### src/design/fpuxs_pkg.sv
/*
  Constants for the floating-point exception signalling block: register
  offsets, field positions, reset values and instruction class codes.
  Assumes a 32-bit APB register bus and one 250 MHz clock.
*/
package fpuxs_pkg;
  // Register byte offsets
  localparam logic [7:0] CTRL_OFS    = 8'h00;  // Control word (masks)
  localparam logic [7:0] STAT_OFS    = 8'h04;  // Status word
  localparam logic [7:0] SYSCTL_OFS  = 8'h08;  // System control register
  localparam logic [7:0] IRQST_OFS   = 8'h0C;  // Interrupt status, read clears
  localparam logic [7:0] IRQMSK_OFS  = 8'h10;  // Interrupt mask

  // Field positions
  localparam int NUM_EXC     = 6;   // Six exception classes
  localparam int INV_BIT     = 0;   // Invalid operation flag and mask
  localparam int SF_BIT      = 6;   // Stack fault flag
  localparam int ES_BIT      = 7;   // Exception summary flag
  localparam int C1_BIT      = 9;   // Condition bit one
  localparam int NE_BIT      = 0;   // Numeric error mode bit
  localparam int IRQ_FAULT   = 0;   // Event: fault raised
  localparam int IRQ_ERROUT  = 1;   // Event: error output rose
  localparam int IRQ_MASKED  = 2;   // Event: masked response given
  localparam int NUM_IRQ     = 3;   // Interrupt event count

  // Reset values
  localparam logic [5:0] MASK_RST    = 6'h3F;  // All exceptions masked
  localparam logic       NE_RST      = 1'h0;   // Compatibility mode
  localparam logic [2:0] IRQMSK_RST  = 3'h0;   // Interrupts gated off

  // Fault vector
  localparam logic [7:0] FAULT_VEC   = 8'h10;  // Vector 16

  // Instruction classes on the issue port
  localparam logic [2:0] K_ARITH     = 3'h0;  // Arithmetic, waiting
  localparam logic [2:0] K_NONARITH  = 3'h1;  // Non-arithmetic, waiting
  localparam logic [2:0] K_WAIT      = 3'h2;  // Wait instruction
  localparam logic [2:0] K_MEDIA     = 3'h3;  // Multimedia instruction
  localparam logic [2:0] K_NWCLEAR   = 3'h4;  // Non-waiting clear exceptions
  localparam logic [2:0] K_NWINIT    = 3'h5;  // Non-waiting initialise
  localparam logic [2:0] K_NWSTORE   = 3'h6;  // Non-waiting store of state

  // Issue sequencer states, one-hot
  typedef enum logic [2:0]
  {
    ST_IDLE  = 3'b001,
    ST_STALL = 3'b010,
    ST_RESP  = 3'b100
  } fpuxs_state_t;
endpackage

### src/design/fpuxs_sync2.sv
/*
  Two flip-flop synchroniser for one level.
  Assumes an asynchronous active-low reset; output resets to the
  given constant value chosen by the instance through its parameter.
*/
`timescale 1ns/1ps
module fpuxs_sync2 #(
  parameter logic RST_VAL = 1'b0              // Level during reset
) (
  input  wire logic clk,                      // Sampling clock
  input  wire logic rstN,                     // Async reset, active low
  input  wire logic din,                      // Level from another domain
  output logic      dout                      // Synchronised level
);
  logic stage1Q;                              // Metastable stage, read only below

  // First stage feeds only the second
  always_ff @(posedge clk or negedge rstN)
  begin
    if (!rstN)
    begin
      stage1Q <= RST_VAL;
      dout    <= RST_VAL;
    end
    else
    begin
      stage1Q <= din;
      dout    <= stage1Q;
    end
  end
endmodule

### src/design/fpuxs_top.sv
/*
  Floating-point exception signalling unit: sticky flags, masks, summary
  flag, native fault request and compatibility error output with stall.
  Assumes the issue port is driven by pipeline logic on ref_clk, that the
  ignore input is an asynchronous pin, and APB on the same clock.
*/
// Added by the designer: the APB interface to the registers and the placing of the registers.
`timescale 1ns/1ps
module fpuxs_top (
  input  wire logic        ref_clk,          // 250 MHz clock
  input  wire logic        nrst,             // Async reset, active low
  input  wire logic        psel,             // APB select
  input  wire logic        penable,          // APB access phase
  input  wire logic        pwrite,           // APB write
  input  wire logic [7:0]  paddr,            // APB byte address
  input  wire logic [31:0] pwdata,           // APB write data
  output logic      [31:0] prdata,           // APB read data
  output logic             pready,           // APB ready
  output logic             pslverr,          // APB error, unmapped
  input  wire logic        instrReq,         // Instruction waits to issue
  input  wire logic [2:0]  instrKind,        // Instruction class
  input  wire logic [5:0]  excDetect,        // Detected exception classes
  input  wire logic        stackFault,       // Register-stack fault detected
  input  wire logic        stackOverflow,    // Stack fault was overflow
  input  wire logic        ignoreErrorN,     // Ignore-error pin, active low
  output logic             instrDone,        // Pulse: request finished
  output logic             defaultResult,    // Pulse: use default result
  output logic             floatErrorFault,  // Pulse: fault instead of issue
  output logic      [7:0]  faultVector,      // Vector with the fault
  output logic             issueStall,       // Level: frozen before issue
  output logic             floatErrorOutN,   // Error output, active low
  output logic             irq               // Level interrupt
);
  // Reset release and pin capture
  logic rstN;                                // Synchronised reset
  logic ignSync;                             // Ignore input, active high
  logic ignRawN;                             // Ignore pin after two flops

  fpuxs_sync2 #(.RST_VAL(1'b0)) uRst (
    .clk  (ref_clk),
    .rstN (nrst),
    .din  (1'b1),
    .dout (rstN)
  );

  fpuxs_sync2 #(.RST_VAL(1'b1)) uIgn (
    .clk  (ref_clk),
    .rstN (nrst),
    .din  (ignoreErrorN),
    .dout (ignRawN)
  );

  assign ignSync = ~ignRawN;

  // State registers
  fpuxs_pkg::fpuxs_state_t stateQ, stateD;  // Issue sequencer
  logic [5:0]  maskQ;                       // Control word masks
  logic [5:0]  flagsQ, flagsD;              // Sticky exception flags
  logic        sfQ, sfD;                    // Stack fault flag
  logic        esQ, esD;                    // Exception summary flag
  logic        c1Q, c1D;                    // Condition bit one
  logic        neModeQ;                     // Numeric error mode bit
  logic [2:0]  irqStQ, irqStD;              // Sticky interrupt events
  logic [2:0]  irqMskQ;                     // Interrupt mask
  wire         errOutNow = ~floatErrorOutN; // Error output, active high

  // APB decode
  wire         setupPh = psel & ~penable;
  // Only the ready cycle acts, a stretched access cannot repeat a write
  wire         accWr   = psel & penable & pready & pwrite;
  wire         accRd   = psel & penable & pready & ~pwrite;
  wire         hitCtrl = (paddr == fpuxs_pkg::CTRL_OFS);
  wire         hitStat = (paddr == fpuxs_pkg::STAT_OFS);
  wire         hitSys  = (paddr == fpuxs_pkg::SYSCTL_OFS);
  wire         hitIrqS = (paddr == fpuxs_pkg::IRQST_OFS);
  wire         hitIrqM = (paddr == fpuxs_pkg::IRQMSK_OFS);
  wire         mapped  = hitCtrl | hitStat | hitSys | hitIrqS | hitIrqM;
  wire         wrCtrl  = accWr & hitCtrl;
  wire         wrStat  = accWr & hitStat;
  wire         wrSys   = accWr & hitSys;
  wire         wrIrqM  = accWr & hitIrqM;
  wire         rdIrqS  = accRd & hitIrqS;
  wire  [31:0] statWord = {22'h0, c1Q, 1'b0, esQ, sfQ, flagsQ};
  wire  [31:0] rdMux   = hitCtrl ? {26'h0, maskQ} :
                         hitStat ? statWord :
                         hitSys  ? {31'h0, neModeQ} :
                         hitIrqS ? {29'h0, irqStQ} :
                         hitIrqM ? {29'h0, irqMskQ} : 32'h0;

  // Instruction classification
  wire kArith   = (instrKind == fpuxs_pkg::K_ARITH);
  wire kNonAr   = (instrKind == fpuxs_pkg::K_NONARITH);
  wire kClear   = (instrKind == fpuxs_pkg::K_NWCLEAR);
  wire kInit    = (instrKind == fpuxs_pkg::K_NWINIT);
  // Waiting kinds sit below the non-waiting codes
  wire kWaiting = (instrKind <= fpuxs_pkg::K_MEDIA);

  // Pending summary decides what happens at issue
  wire inIdle     = (stateQ == fpuxs_pkg::ST_IDLE);
  wire inStall    = (stateQ == fpuxs_pkg::ST_STALL);
  wire nativeHit  = esQ & neModeQ & kWaiting;
  // compatibility freeze unless ignore is held
  wire compatHold = esQ & ~neModeQ & kWaiting & ~ignSync;
  wire takeFault  = inIdle & instrReq & nativeHit;
  wire execNow    = inIdle & instrReq & ~nativeHit & ~compatHold;

  // arithmetic classes only from arithmetic instructions
  wire [5:0] arFlags  = kArith ? excDetect : 6'h0;
  wire       stkHit   = execNow & (kArith | kNonAr) & stackFault;
  wire [5:0] newFlags = (execNow ? arFlags : 6'h0)
                        | (stkHit ? 6'h01 : 6'h0);
  // mask one masks, mask zero unmasks
  wire [5:0] unmasked = newFlags & ~maskQ;
  wire [5:0] masked   = newFlags & maskQ;
  wire       clrExec  = execNow & (kClear | kInit);
  wire       stWrite  = wrStat;
  wire [5:0] flagClr  = (clrExec ? 6'h3F : 6'h0) | (stWrite ? pwdata[5:0] : 6'h0);
  // error output wanted while summary stands in compatibility mode and ignore is not held
  wire       errWant  = esQ & ~neModeQ & ~ignSync;

  always_comb
  begin
    flagsD = (flagsQ & ~flagClr) | newFlags;
    sfD    = (sfQ & ~(clrExec | (stWrite & pwdata[fpuxs_pkg::SF_BIT]))) | stkHit;
    // unmasked sets summary in either mode
    esD    = (esQ & ~(clrExec | (stWrite & pwdata[fpuxs_pkg::ES_BIT]))) | (|unmasked);
    c1D    = stkHit ? stackOverflow
           : ((stWrite & pwdata[fpuxs_pkg::C1_BIT]) ? 1'b0 : c1Q);
  end

  // Sequencer next state
  always_comb
  begin
    case (stateQ)
      fpuxs_pkg::ST_IDLE:
      begin
        if (takeFault | execNow)
          stateD = fpuxs_pkg::ST_RESP;
        else if (instrReq & compatHold)
          stateD = fpuxs_pkg::ST_STALL;
        else
          stateD = fpuxs_pkg::ST_IDLE;
      end
      // Leave once the handler cleared the summary
      fpuxs_pkg::ST_STALL:
        stateD = (instrReq & compatHold) ? fpuxs_pkg::ST_STALL : fpuxs_pkg::ST_IDLE;
      // Gap so a held request is not taken twice
      fpuxs_pkg::ST_RESP:
        stateD = fpuxs_pkg::ST_IDLE;
      default:
        stateD = fpuxs_pkg::ST_IDLE;
    endcase
  end

  // Interrupt events, set beats the read clear
  always_comb
  begin
    // Clear only what the read reported, a later event must not be lost
    irqStD = rdIrqS ? (irqStQ & ~prdata[2:0]) : irqStQ;
    irqStD[fpuxs_pkg::IRQ_FAULT]  = irqStD[fpuxs_pkg::IRQ_FAULT] | takeFault;
    irqStD[fpuxs_pkg::IRQ_ERROUT] = irqStD[fpuxs_pkg::IRQ_ERROUT] | (errWant & ~errOutNow);
    irqStD[fpuxs_pkg::IRQ_MASKED] = irqStD[fpuxs_pkg::IRQ_MASKED] | (|masked);
  end

  // Exception state
  always_ff @(posedge ref_clk or negedge rstN)
  begin
    if (!rstN)
    begin
      stateQ <= fpuxs_pkg::ST_IDLE;
      flagsQ <= 6'h0;
      sfQ    <= 1'b0;
      esQ    <= 1'b0;
      c1Q    <= 1'b0;
    end
    else
    begin
      stateQ <= stateD;
      flagsQ <= flagsD;
      sfQ    <= sfD;
      esQ    <= esD;
      c1Q    <= c1D;
    end
  end

  // Software writable configuration
  always_ff @(posedge ref_clk or negedge rstN)
  begin
    if (!rstN)
    begin
      maskQ   <= fpuxs_pkg::MASK_RST;
      neModeQ <= fpuxs_pkg::NE_RST;
      irqMskQ <= fpuxs_pkg::IRQMSK_RST;
      irqStQ  <= 3'h0;
    end
    else
    begin
      // Initialise restores all masks
      if (execNow & kInit)
        maskQ <= fpuxs_pkg::MASK_RST;
      else if (wrCtrl)
        maskQ <= pwdata[5:0];
      if (wrSys)
        neModeQ <= pwdata[fpuxs_pkg::NE_BIT];
      if (wrIrqM)
        irqMskQ <= pwdata[2:0];
      irqStQ <= irqStD;
    end
  end

  // Issue port answers, all registered
  always_ff @(posedge ref_clk or negedge rstN)
  begin
    if (!rstN)
    begin
      instrDone       <= 1'b0;
      defaultResult   <= 1'b0;
      floatErrorFault <= 1'b0;
      faultVector     <= 8'h00;
      floatErrorOutN  <= 1'b1;
      irq             <= 1'b0;
    end
    else
    begin
      instrDone       <= takeFault | execNow;
      defaultResult   <= |masked;
      // fault goes to the normal exception path
      floatErrorFault <= takeFault;
      faultVector     <= takeFault ? fpuxs_pkg::FAULT_VEC : 8'h00;
      // ignore input drops it three edges after the pin: two synchroniser flops, then this register
      floatErrorOutN  <= ~errWant;
      irq             <= |(irqStD & irqMskQ);
    end
  end

  assign issueStall     = stateQ[1];

  // APB slave, answers in the first access cycle
  always_ff @(posedge ref_clk or negedge rstN)
  begin
    if (!rstN)
    begin
      prdata  <= 32'h0;
      pready  <= 1'b0;
      pslverr <= 1'b0;
    end
    else
    begin
      pready  <= setupPh;
      pslverr <= setupPh & ~mapped;
      prdata  <= (setupPh & ~pwrite) ? rdMux : 32'h0;
    end
  end
endmodule

### config.mk
export PLATFORM = sky130hd
export DESIGN_NAME = fpuxs_top
export DESIGN_NICKNAME = d
export VERILOG_FILES = /design/src/design/fpuxs_pkg.sv /design/src/design/fpuxs_sync2.sv /design/src/design/fpuxs_top.sv
export SDC_FILE = /design/constraint.sdc
export NUM_CORES = 1
export LEC_CHECK = 0
export BUFFER_PORTS_ARGS = -buffer_cell sky130_fd_sc_hd__buf_2
export CAP_MARGIN = 10
export CORE_ASPECT_RATIO = 1.5
export CORE_MARGIN = 1
export CORE_UTILIZATION = 42
export DETAILED_ROUTE_END_ITERATION = 12
export GPL_TIMING_DRIVEN = 0
export PLACE_DENSITY = 0.8
export SLEW_MARGIN = 20
export SYNTH_ARGS = -nofsm -noshare
export SYNTH_HDL_FRONTEND = slang
export SYNTH_SLANG_ARGS = --single-unit
### constraint.sdc
create_clock -name ref_clk -period 1.3 [get_ports ref_clk]
set_clock_uncertainty 0.1 [all_clocks]
set_input_delay 0.26 -clock ref_clk [delete_from_list [all_inputs] [get_ports ref_clk]]
set_output_delay 0.26 -clock ref_clk [all_outputs]
set_load 0.05 [all_outputs]
; ---- After elaboration in Yosys (flattened, before gate mapping)
; Cells that the tools add are included.
[word_totals]
register_bits = 51
wordCells = 126
[op_classes]
n_lt_le_gt_ge = 1
eq_ne = 9
muxes = 20
n_bitwise = 67
n_reduce_logical = 7
[ops]
columns = op, n
row1 = 2-to-1 mux 6 bit, 6
row2 = bitwise AND 1 bit, 33
row3 = 2-to-1 mux 10 bit, 3
row4 = bitwise AND 6 bit, 3
row5 = == test 8 x 4 -> 1 bit (second input constant), 2
row6 = 2-to-1 mux 3 bit, 5
row7 = OR 1 bit, 14
row8 = NOT 6 bit, 2
row9 = OR 6 bit, 2
row10 = OR reduction 6 bit, 2
row11 = NOT 1 bit, 9
row12 = == test 8 x 3 -> 1 bit (second input constant), 1
row13 = == test 8 x 5 -> 1 bit (second input constant), 1
row14 = logical NOT 8 bit, 1
row15 = bitwise AND 3 bit, 2
row16 = == test 3 x 1 -> 1 bit (second input constant), 2
row17 = == test 3 bit (second input constant), 2
row18 = OR 6 x 1 -> 6 bit, 1
row19 = one-hot mux 3 bit (2 select lines), 1
row20 = 2-to-1 mux 5 bit, 1
row21 = nonzero test 2 bit, 2
row22 = == test 3 x 2 -> 1 bit (second input constant), 1
row23 = <= comparator 3 x 2 -> 1 bit (second input constant), 1
row24 = logical NOT 3 bit, 1
row25 = other kinds (4), 6

; ---- Depth between registers and ports, before layout
; Gate-level depths: netlist of run 1.
[logic_depth]
depth_word = 15
ltp_mapped = 6
depth_no_buf = 5

; ---- By module
; Synthesis of run 1 repeated with hierarchy kept, for this count alone.
[hier_totals]
cells_unflattened = 219
hier_area_um2 = 2297.2
[by_module_without_submodules]
columns = module, n_inst, cells_per_inst, area_each_um2
row1 = fpuxs_top, 1, 215, 2194.6
row2 = fpuxs_sync2 at uIgn, 1, 2, 52.6
row3 = fpuxs_sync2 at uRst, 1, 2, 50.0

; ---- Worst setup path after synthesis of run 1
; No wires, ideal clock.
[synth_timing]
kind = reg2reg
from = register pready
to = register irq
setup_ns = 0.126
arrival_time_ns = 1.972
required_ns = 1.074
setup_slack_ns = -0.898
path_stages_with_launch = 6
cell_sequence = dfrtp_1 > or4b_4 > nor4b_4 > a21boi_0 > o21a_1 > a221o_1
[synth_between]
elab_chain_len = 7
word_cells_on_any_way = 9
[synth_lines]
columns = item, line_no
row1 = start: declaration, fpuxs_top.sv:18  ; output logic pready,
row2 = start signal: assignment, fpuxs_top.sv:249  ; pready <= setupPh;
row3 = bitwise AND 1 bit (*) (2 in series), fpuxs_top.sv:71  ; wire accRd = psel & penable & pready & ~pwrite;
row4 = bitwise AND 1 bit (*), fpuxs_top.sv:82  ; wire rdIrqS = accRd & hitIrqS;
row5 = 2-to-1 mux 3 bit (*), fpuxs_top.sv:159  ; irqStD = rdIrqS ? (irqStQ & ~prdata[2:0]) : irqStQ;
row6 = OR 1 bit (on tied branches), "fpuxs_top.sv:160, fpuxs_top.sv:161, fpuxs_top.sv:162"
row7 = bitwise AND 3 bit (*), fpuxs_top.sv:232  ; irq <= |(irqStD & irqMskQ);
row8 = OR reduction 3 bit (*), fpuxs_top.sv:232
row9 = end signal: assignment, fpuxs_top.sv:232
row10 = end: declaration, fpuxs_top.sv:32  ; output logic irq
; Mark *: on every way between the ends. The rest lies on a longest branch, timed or not.
; A chain may end at the register's enable or synchronous reset.

; ---- Worst setup path after layout of run 1
[layout_timing]
from = register pready
to = register irq
[layout_between]
elab_chain_len = 7
word_cells_on_any_way = 9
[layout_lines]
columns = item, line_no
row1 = bitwise AND 1 bit (2 in series), fpuxs_top.sv:71
row2 = bitwise AND 1 bit, fpuxs_top.sv:82
row3 = 2-to-1 mux 3 bit, fpuxs_top.sv:159
row4 = OR 1 bit, fpuxs_top.sv:162  ; irqStD[fpuxs_pkg::IRQ_MASKED] = irqStD[fpuxs_pkg::IRQ_MASKED] | (|masked);
row5 = via irqStD[2], fpuxs_top.sv:63  ; logic [2:0] irqStQ, irqStD;
row6 = bitwise AND 3 bit, fpuxs_top.sv:232
row7 = OR reduction 3 bit, fpuxs_top.sv:232
; The timed path passes the listed nets, and every way through them passes these cells.

==> metrics, run 1 <==
status=finished, violations left; failing checks=setup timing; CP Capture Type=register; Leak=between 1.5 and 2 nW; CTS tree=done; Area Overhead vs Synth=41.0%; Cells after Synth=223; Site Rows=32; Hold Path Sink=flagsQ[3]; gr usage total=0.202; crit-path max cell delay=about 0.5 ns; Root Buffer=clkbuf_8; die width=62.5 um; main flop type after synthesis=dfrtp_1; worst slew pin tran=between 0.5 and 0.6 ns; CP Max Fanout=3; number of buffers created by CTS=5; relative slew slack=0.645; CP arrival=between 2 and 2.5 ns; Yosys cell types=45; Pre-antenna DRT Iters=4; Hold Crit Start=excDetect[3]; Hold Path Stages=2; clk buf depth=2; VDD IR max=0.612 mV; clk sink count=45; Seq/Total Area, Yosys=0.493; Hold Fails Final Rpt=0; worst min path class=in -> reg; Final Non-Filler Cells=395; Synth Area in XOR/XNOR=0.00380; PwrDens=about 1200 mW/mm^2; IO buf count=52; worst r2r src=pready; layout cells sized above 1=0.511; Avg Vias per Cell=4.95; worst setup margin=-0.643 ns; syn avg cell area=just over 10 sq um; H-Tree Depth=2; DRC Markers=0; Pins Over Slew Limit=0; initial antenna violation count=0; fin crit share=1.49; RSZ-0062 raised after global routing=true; post-DR wirelength/cell=14.4 um; placed insts=roughly 370; ranking of synthesized cells by area=dfrtp_1 38%, dfstp_2 11%, buf_4 10%; FF-to-FF path depth=5; # fillers=440; Synth Register Bits=45; Max-Cap Viols=0; final WL=5700 um; gpl congestion=about 0.96; Reg clk slew, reported paths=0.08 ns; Synth Area in Adders=0; first-pass GRT wire length=approximately 8900 um; Setup Viol. Count Final=32; Seq. cell area=roughly 0.0011 sq mm; top cell type's share of synthesized area=0.380; Setup CP Type=reg -> reg; Reg2Reg Capture Point=irq; final net count=384; FMAX=about 510 MHz; Post-Syn Area=roughly 0.0023 sq mm; crit start category=register; YS warnings=0; initial core utilization=0.443; Cell Chain, Critical Path=or4b_4 -> nor4b_4 -> nand2_1 -> a21o_1 -> a221o_1; I/O pins=~110; Post-synth EDFFs=0; Worst EP required=about 1.4 ns; antenna cells=0; hold_ws=roughly 0.094 ns; largest net degree at the start of global routing=42; CP delay by family, top=simple AND/OR/NAND/NOR gates; cell taking the most area after synthesis=dfrtp_1; hpwl dp=4020 um; die height=about 90 um; FF-to-FF setup slack=-0.64 ns; largest family of logic cells by synthesized area=simple AND/OR/NAND/NOR gates; GR Overflow Total=0; asr flop ratio synth=1.00; Final min period=slightly below 2 ns; detailed-route via count=slightly below 2000; vias in the first global route=about 2000; floorplan core area=between 0.005 and 0.006 sq mm; die area=between 0.005 and 0.006 sq mm; iteration-0 DRC count of the detailed router=between 50 and 60; mux contribution to synthesized area=0.0504; multi-input logic area=0.00120 sq mm; Antenna Violating Nets Remaining=0; crit path buf inv count=0; CP max-delay cell=or4b_4; Clk Latency, worst-skew pair=around 0.30 ns; Compound-Gate Fraction of Synth Area=0.112; simple-gate share of the synthesized area=0.215
[cells by family (layout without fill, tap and decap cells)]
logic type,count (synthesis),after routing
simple gates,82,82
flops,45,45
buf+inv,44,119
compound gates,38,38
mux,11,11
other cells,2,31
xor+xnor,1,1
[per-layer routing]
layer  GRT usage  vias to the layer above  routed length (um)
met5           0                        -                   0
met4       0.118                        0                 126
met3      0.0493                       11                 249
met2       0.357                       71                3240
met1       0.214                      950                2090
li1            -                      924                   -
[cell type report]
cell class | count | area share
Buffer | 34 | 0.0765
Sequential cell | 45 | 0.352
Inverter | 10 | 0.0115
Tap cell | 68 | 0.0262
Multi-Input combinational cell | 163 | 0.370
Timing Repair Buffer | 67 | 0.138
Clock buffer | 6 | 0.0223
Clock inverter | 2 | 0.00308
[how the worst max path moves through the flow]
stage	from	to	slack, ns	cells past startpoint
6_report	pready	irq	-0.64	5
2_1_floorplan	pready	irq	-0.77	5
5_1_grt	pready	irq	-0.74	5
3_3_place_gp	paddr[1]	esQ	-0.82	6
4_1_cts	pready	irq	-0.64	5
3_5_place_dp	paddr[1]	esQ	-0.83	6
[where the power goes]
group | internal, W | switching (W)
sequential | 0.00169 | 0.000209
combinational | 0.000470 | 0.000684
clock | 0.000373 | 0.000452
[repair_timing]
action,4_1_cts,5_1_grt
pin swaps,9,19
resized for setup,23,43
setup endpoints to repair,39,46
hold buffers,2,0
hold endpoints to repair,5,0
setup buffers,9,6
[cell usage after synthesis (all sizes together) (2+ instances only)]
library cell and number:
a21boi 2, a21o 6, a21oi 10, a32o 2, and2 3, and3 3, buf 31, clkbuf 3
conb 2, dfrtp 35, dfstp 10, inv 10, mux2 5, mux2i 6, nand2 26, nand3 9
nand3b 2, nand4 5, nand4bb 2, nor2 9, nor2b 3, nor3 6, nor4 2, nor4b 2
o21ai 6, o22ai 5, or2 3
[placed cells by master, fill, tap and decap left out, types with 3 or more instances in the layout]
cell and count:
nand3_1 4, nand2_4 3, nand2_1 22, nand4_1 5, and3_1 3, dfstp_2 10, nor2b_1 3, o22ai_1 3
nand3_2 5, conb_1 31, a21oi_2 7, clkbuf_4 4, nor2_1 5, a21oi_1 3, clkbuf_8 5, buf_6 5
nor3_2 3, inv_1 9, clkbuf_1 3, mux2i_1 6, and2_1 3, dfrtp_1 32, buf_2 43, nor2_2 3
buf_8 3, mux2_2 4, buf_4 40, a21o_1 6
[through the flow]
stage          setup WS [ns]  total power (W)  area, sq um   util  setup TNS [ns]
2_1_floorplan         -0.770          0.00260         2450      -          -13.60
3_3_place_gp          -0.820          0.00281         2800  0.538          -19.40
3_5_place_dp          -0.827          0.00285         2800  0.538          -19.88
4_1_cts               -0.637          0.00377         3050  0.587          -12.44
5_1_grt               -0.736          0.00408         3250  0.625          -15.25
6_report              -0.643          0.00388         3250  0.625          -12.80
[sequential cells by signal (all words and copies together) (netlist names), 3 cells and up]
register  cells
irqMskQ       3
maskQ         6
prdata        9
flagsQ        6
stateQ        3
irqStQ        3
[worst register-to-register path, delay by kind of cell (launching register included)]
| family | cells | cell delay [ns] |
|---|---|---|
| compound gates | 2 | 0.48 |
| flops | 1 | 0.36 |
| simple gates | 3 | 0.90 |
Note: power is estimated with default switching activity, not from simulation.
==> inputs of run 2 (changes only) <==
PLACE_DENSITY = 0.76   (was 0.8)
==> run 2 against run 1 <==
The run still ends with setup timing left. Setup slack gained 0.0043 ns. Largest power group unchanged. Combinational power shrank 3%. Routed wire length shrank 2.4%. Sequential power is essentially flat. Design area shrank 1.9%.
==> metrics, run 2 (synthesis gave the netlist of run 1 again) <==
Largest regs=prdata x9, flagsQ x6, maskQ x6; CP Max Fanout=3; hold_ws=about 0.086 ns; initial antenna violation count=0; die area=between 0.005 and 0.006 sq mm; status=finished, violations left; I/O pins=approximately 110; fin crit share=1.49; Hold Path Sink=pready; crit-path max cell delay=~0.5 ns; gpl congestion=approximately 0.90; VDD IR max=0.633 mV; RSZ-0062 raised after global routing=true; Psw=0.00132 W; crit path buf inv count=0; worst min path class=in -> reg; placed insts=372; Sw Ratio=0.342; Clock power frac=0.215; IO buf count=between 50 and 60; H-Tree Depth=2; worst setup margin=-0.639 ns; Tot Pwr=approximately 0.0038 W; FF-to-FF path depth=5; iteration-0 DRC count of the detailed router=94; Antenna Violating Nets Remaining=0; post-DR wirelength/cell=14.2 um; setup TNS=-12.17 ns; Pins Over Slew Limit=0; Pre-antenna DRT Iters=7; final net count=382; gr usage total=0.205; final WL=between 5000 and 6000 um; Final Non-Filler Cells=between 300 and 400; Hold Fails Final Rpt=0; CP arrival=~2.0 ns; vias in the first global route=roughly 1800; Setup Viol. Count Final=30; final core occ=0.613; Root Buffer=clkbuf_8; Reg clk slew, reported paths=~0.08 ns; initial core utilization=0.443; commonest non-fill, non-tap cell in the layout=buf_2; commonest non-fill, non-tap cells in the layout=43 x buf_2, 38 x buf_4, 32 x dfrtp_1; Hold Crit Start=penable; floorplan core area=0.00520 sq mm; # fillers=approximately 480; Final min period=1.94 ns; Clk Latency, worst-skew pair=around 0.3 ns; number of buffers created by CTS=5; Reg2Reg Capture Point=irq; layout cells sized above 1=0.483; worst slew pin tran=0.874 ns; Worst EP required=between 1 and 1.5 ns; Leak=1.66 nW; largest net degree at the start of global routing=between 40 and 50; crit path launch=pready; hpwl dp=roughly 3900 um; Comb power frac=0.290; CP Capture Type=register; Setup CP Type=reg -> reg; worst r2r src=pready; Area Overhead vs Synth=38.3%; CP max-delay cell=or4b_4; Max-Cap Viols=0; FF-to-FF setup slack=-0.64 ns; number of flip-flops under the largest register name=9; CP delay by family, top=simple AND/OR/NAND/NOR gates; Cell Chain, Critical Path=or4b_4 -> nor4b_4 -> nand2_1 -> a21o_1 -> a221o_1; P_int=~0.0025 W; first-pass GRT wire length=8960 um; Hold Path Stages=2; Site Rows=32; Avg Vias per Cell=4.89; Reg with most FFs=prdata; FMAX=516 MHz; detailed-route via count=1920; clk sink count=45; Reg power frac=0.495; die width=between 60 and 70 um; PwrDens=around 1200 mW/mm^2; clk buf depth=2; failing checks=setup timing; DRC Markers=0; relative slew slack=0.417; crit start category=register; antenna cells=0; GR Overflow Total=0; die height=92.8 um; CTS tree=done
[run 2: power by group through the flow]
stage	clock (W)	combinational [W]	sequential, W
2_1_floorplan	0	0.000670	0.00193
3_3_place_gp	0	0.000926	0.00189
3_5_place_dp	0	0.000941	0.00190
4_1_cts	0.000842	0.00107	0.00189
5_1_grt	0.000910	0.00120	0.00194
6_report	0.000828	0.00111	0.00190
[run 2: how the worst max path moves through the flow]
| stage | end | cells after the start |
|---|---|---|
| 2_1_floorplan | irq | 5 |
| 3_3_place_gp | esQ | 6 |
| 3_5_place_dp | esQ | 6 |
| 4_1_cts | irq | 5 |
| 5_1_grt | irq | 5 |
| 6_report | irq | 5 |
[run 2: cell type report]
cell class / count / area [sq um] / share of cell area
Clock buffer: 8 / 80.1 / 0.0251
Timing Repair Buffer: 65 / 423 / 0.133
Tap cell: 68 / 85.1 / 0.0267
Sequential cell: 45 / 1140 / 0.358
Buffer: 34 / 249 / 0.0780
Inverter: 10 / 37.5 / 0.0118
Multi-Input combinational cell: 163 / 1170 / 0.368
[run 2: worst reg2reg max path: stages, from the launching register on]
cell and delay (ns):
dfrtp_2 0.35, or4b_4 0.50, nor4b_4 0.30, nand2_1 0.10
a21o_1 0.19, a221o_1 0.28
[run 2: what timing repair did]
| item | in CTS | in global routing |
|---|---|---|
| hold buffers | 2 | 0 |
| setup buffers | 8 | 2 |
| pin swaps | 8 | 7 |
| endpoints found under the hold margin | 5 | 0 |
| resized for setup | 38 | 21 |
| setup endpoints to repair | 38 | 42 |
| gates cloned | 1 | 0 |
[run 2: routing by layer]
| metal | wire, um | vias up | GRT usage |
|---|---|---|---|
| met5 | 0 | - | 0 |
| met4 | 123 | 0 | 0.0988 |
| met3 | 271 | 8 | 0.0468 |
| met2 | 3130 | 71 | 0.374 |
| met1 | 2040 | 918 | 0.219 |
| li1 | - | 923 | - |
[run 2: stage by stage]
step / instance area (sq um) / setup slack [ns]
after floorplan: 2450 / -0.770
after global placement: 2800 / -0.798
after detailed placement: 2800 / -0.803
after CTS: 3110 / -0.643
after global routing: 3190 / -0.685
final: 3190 / -0.639
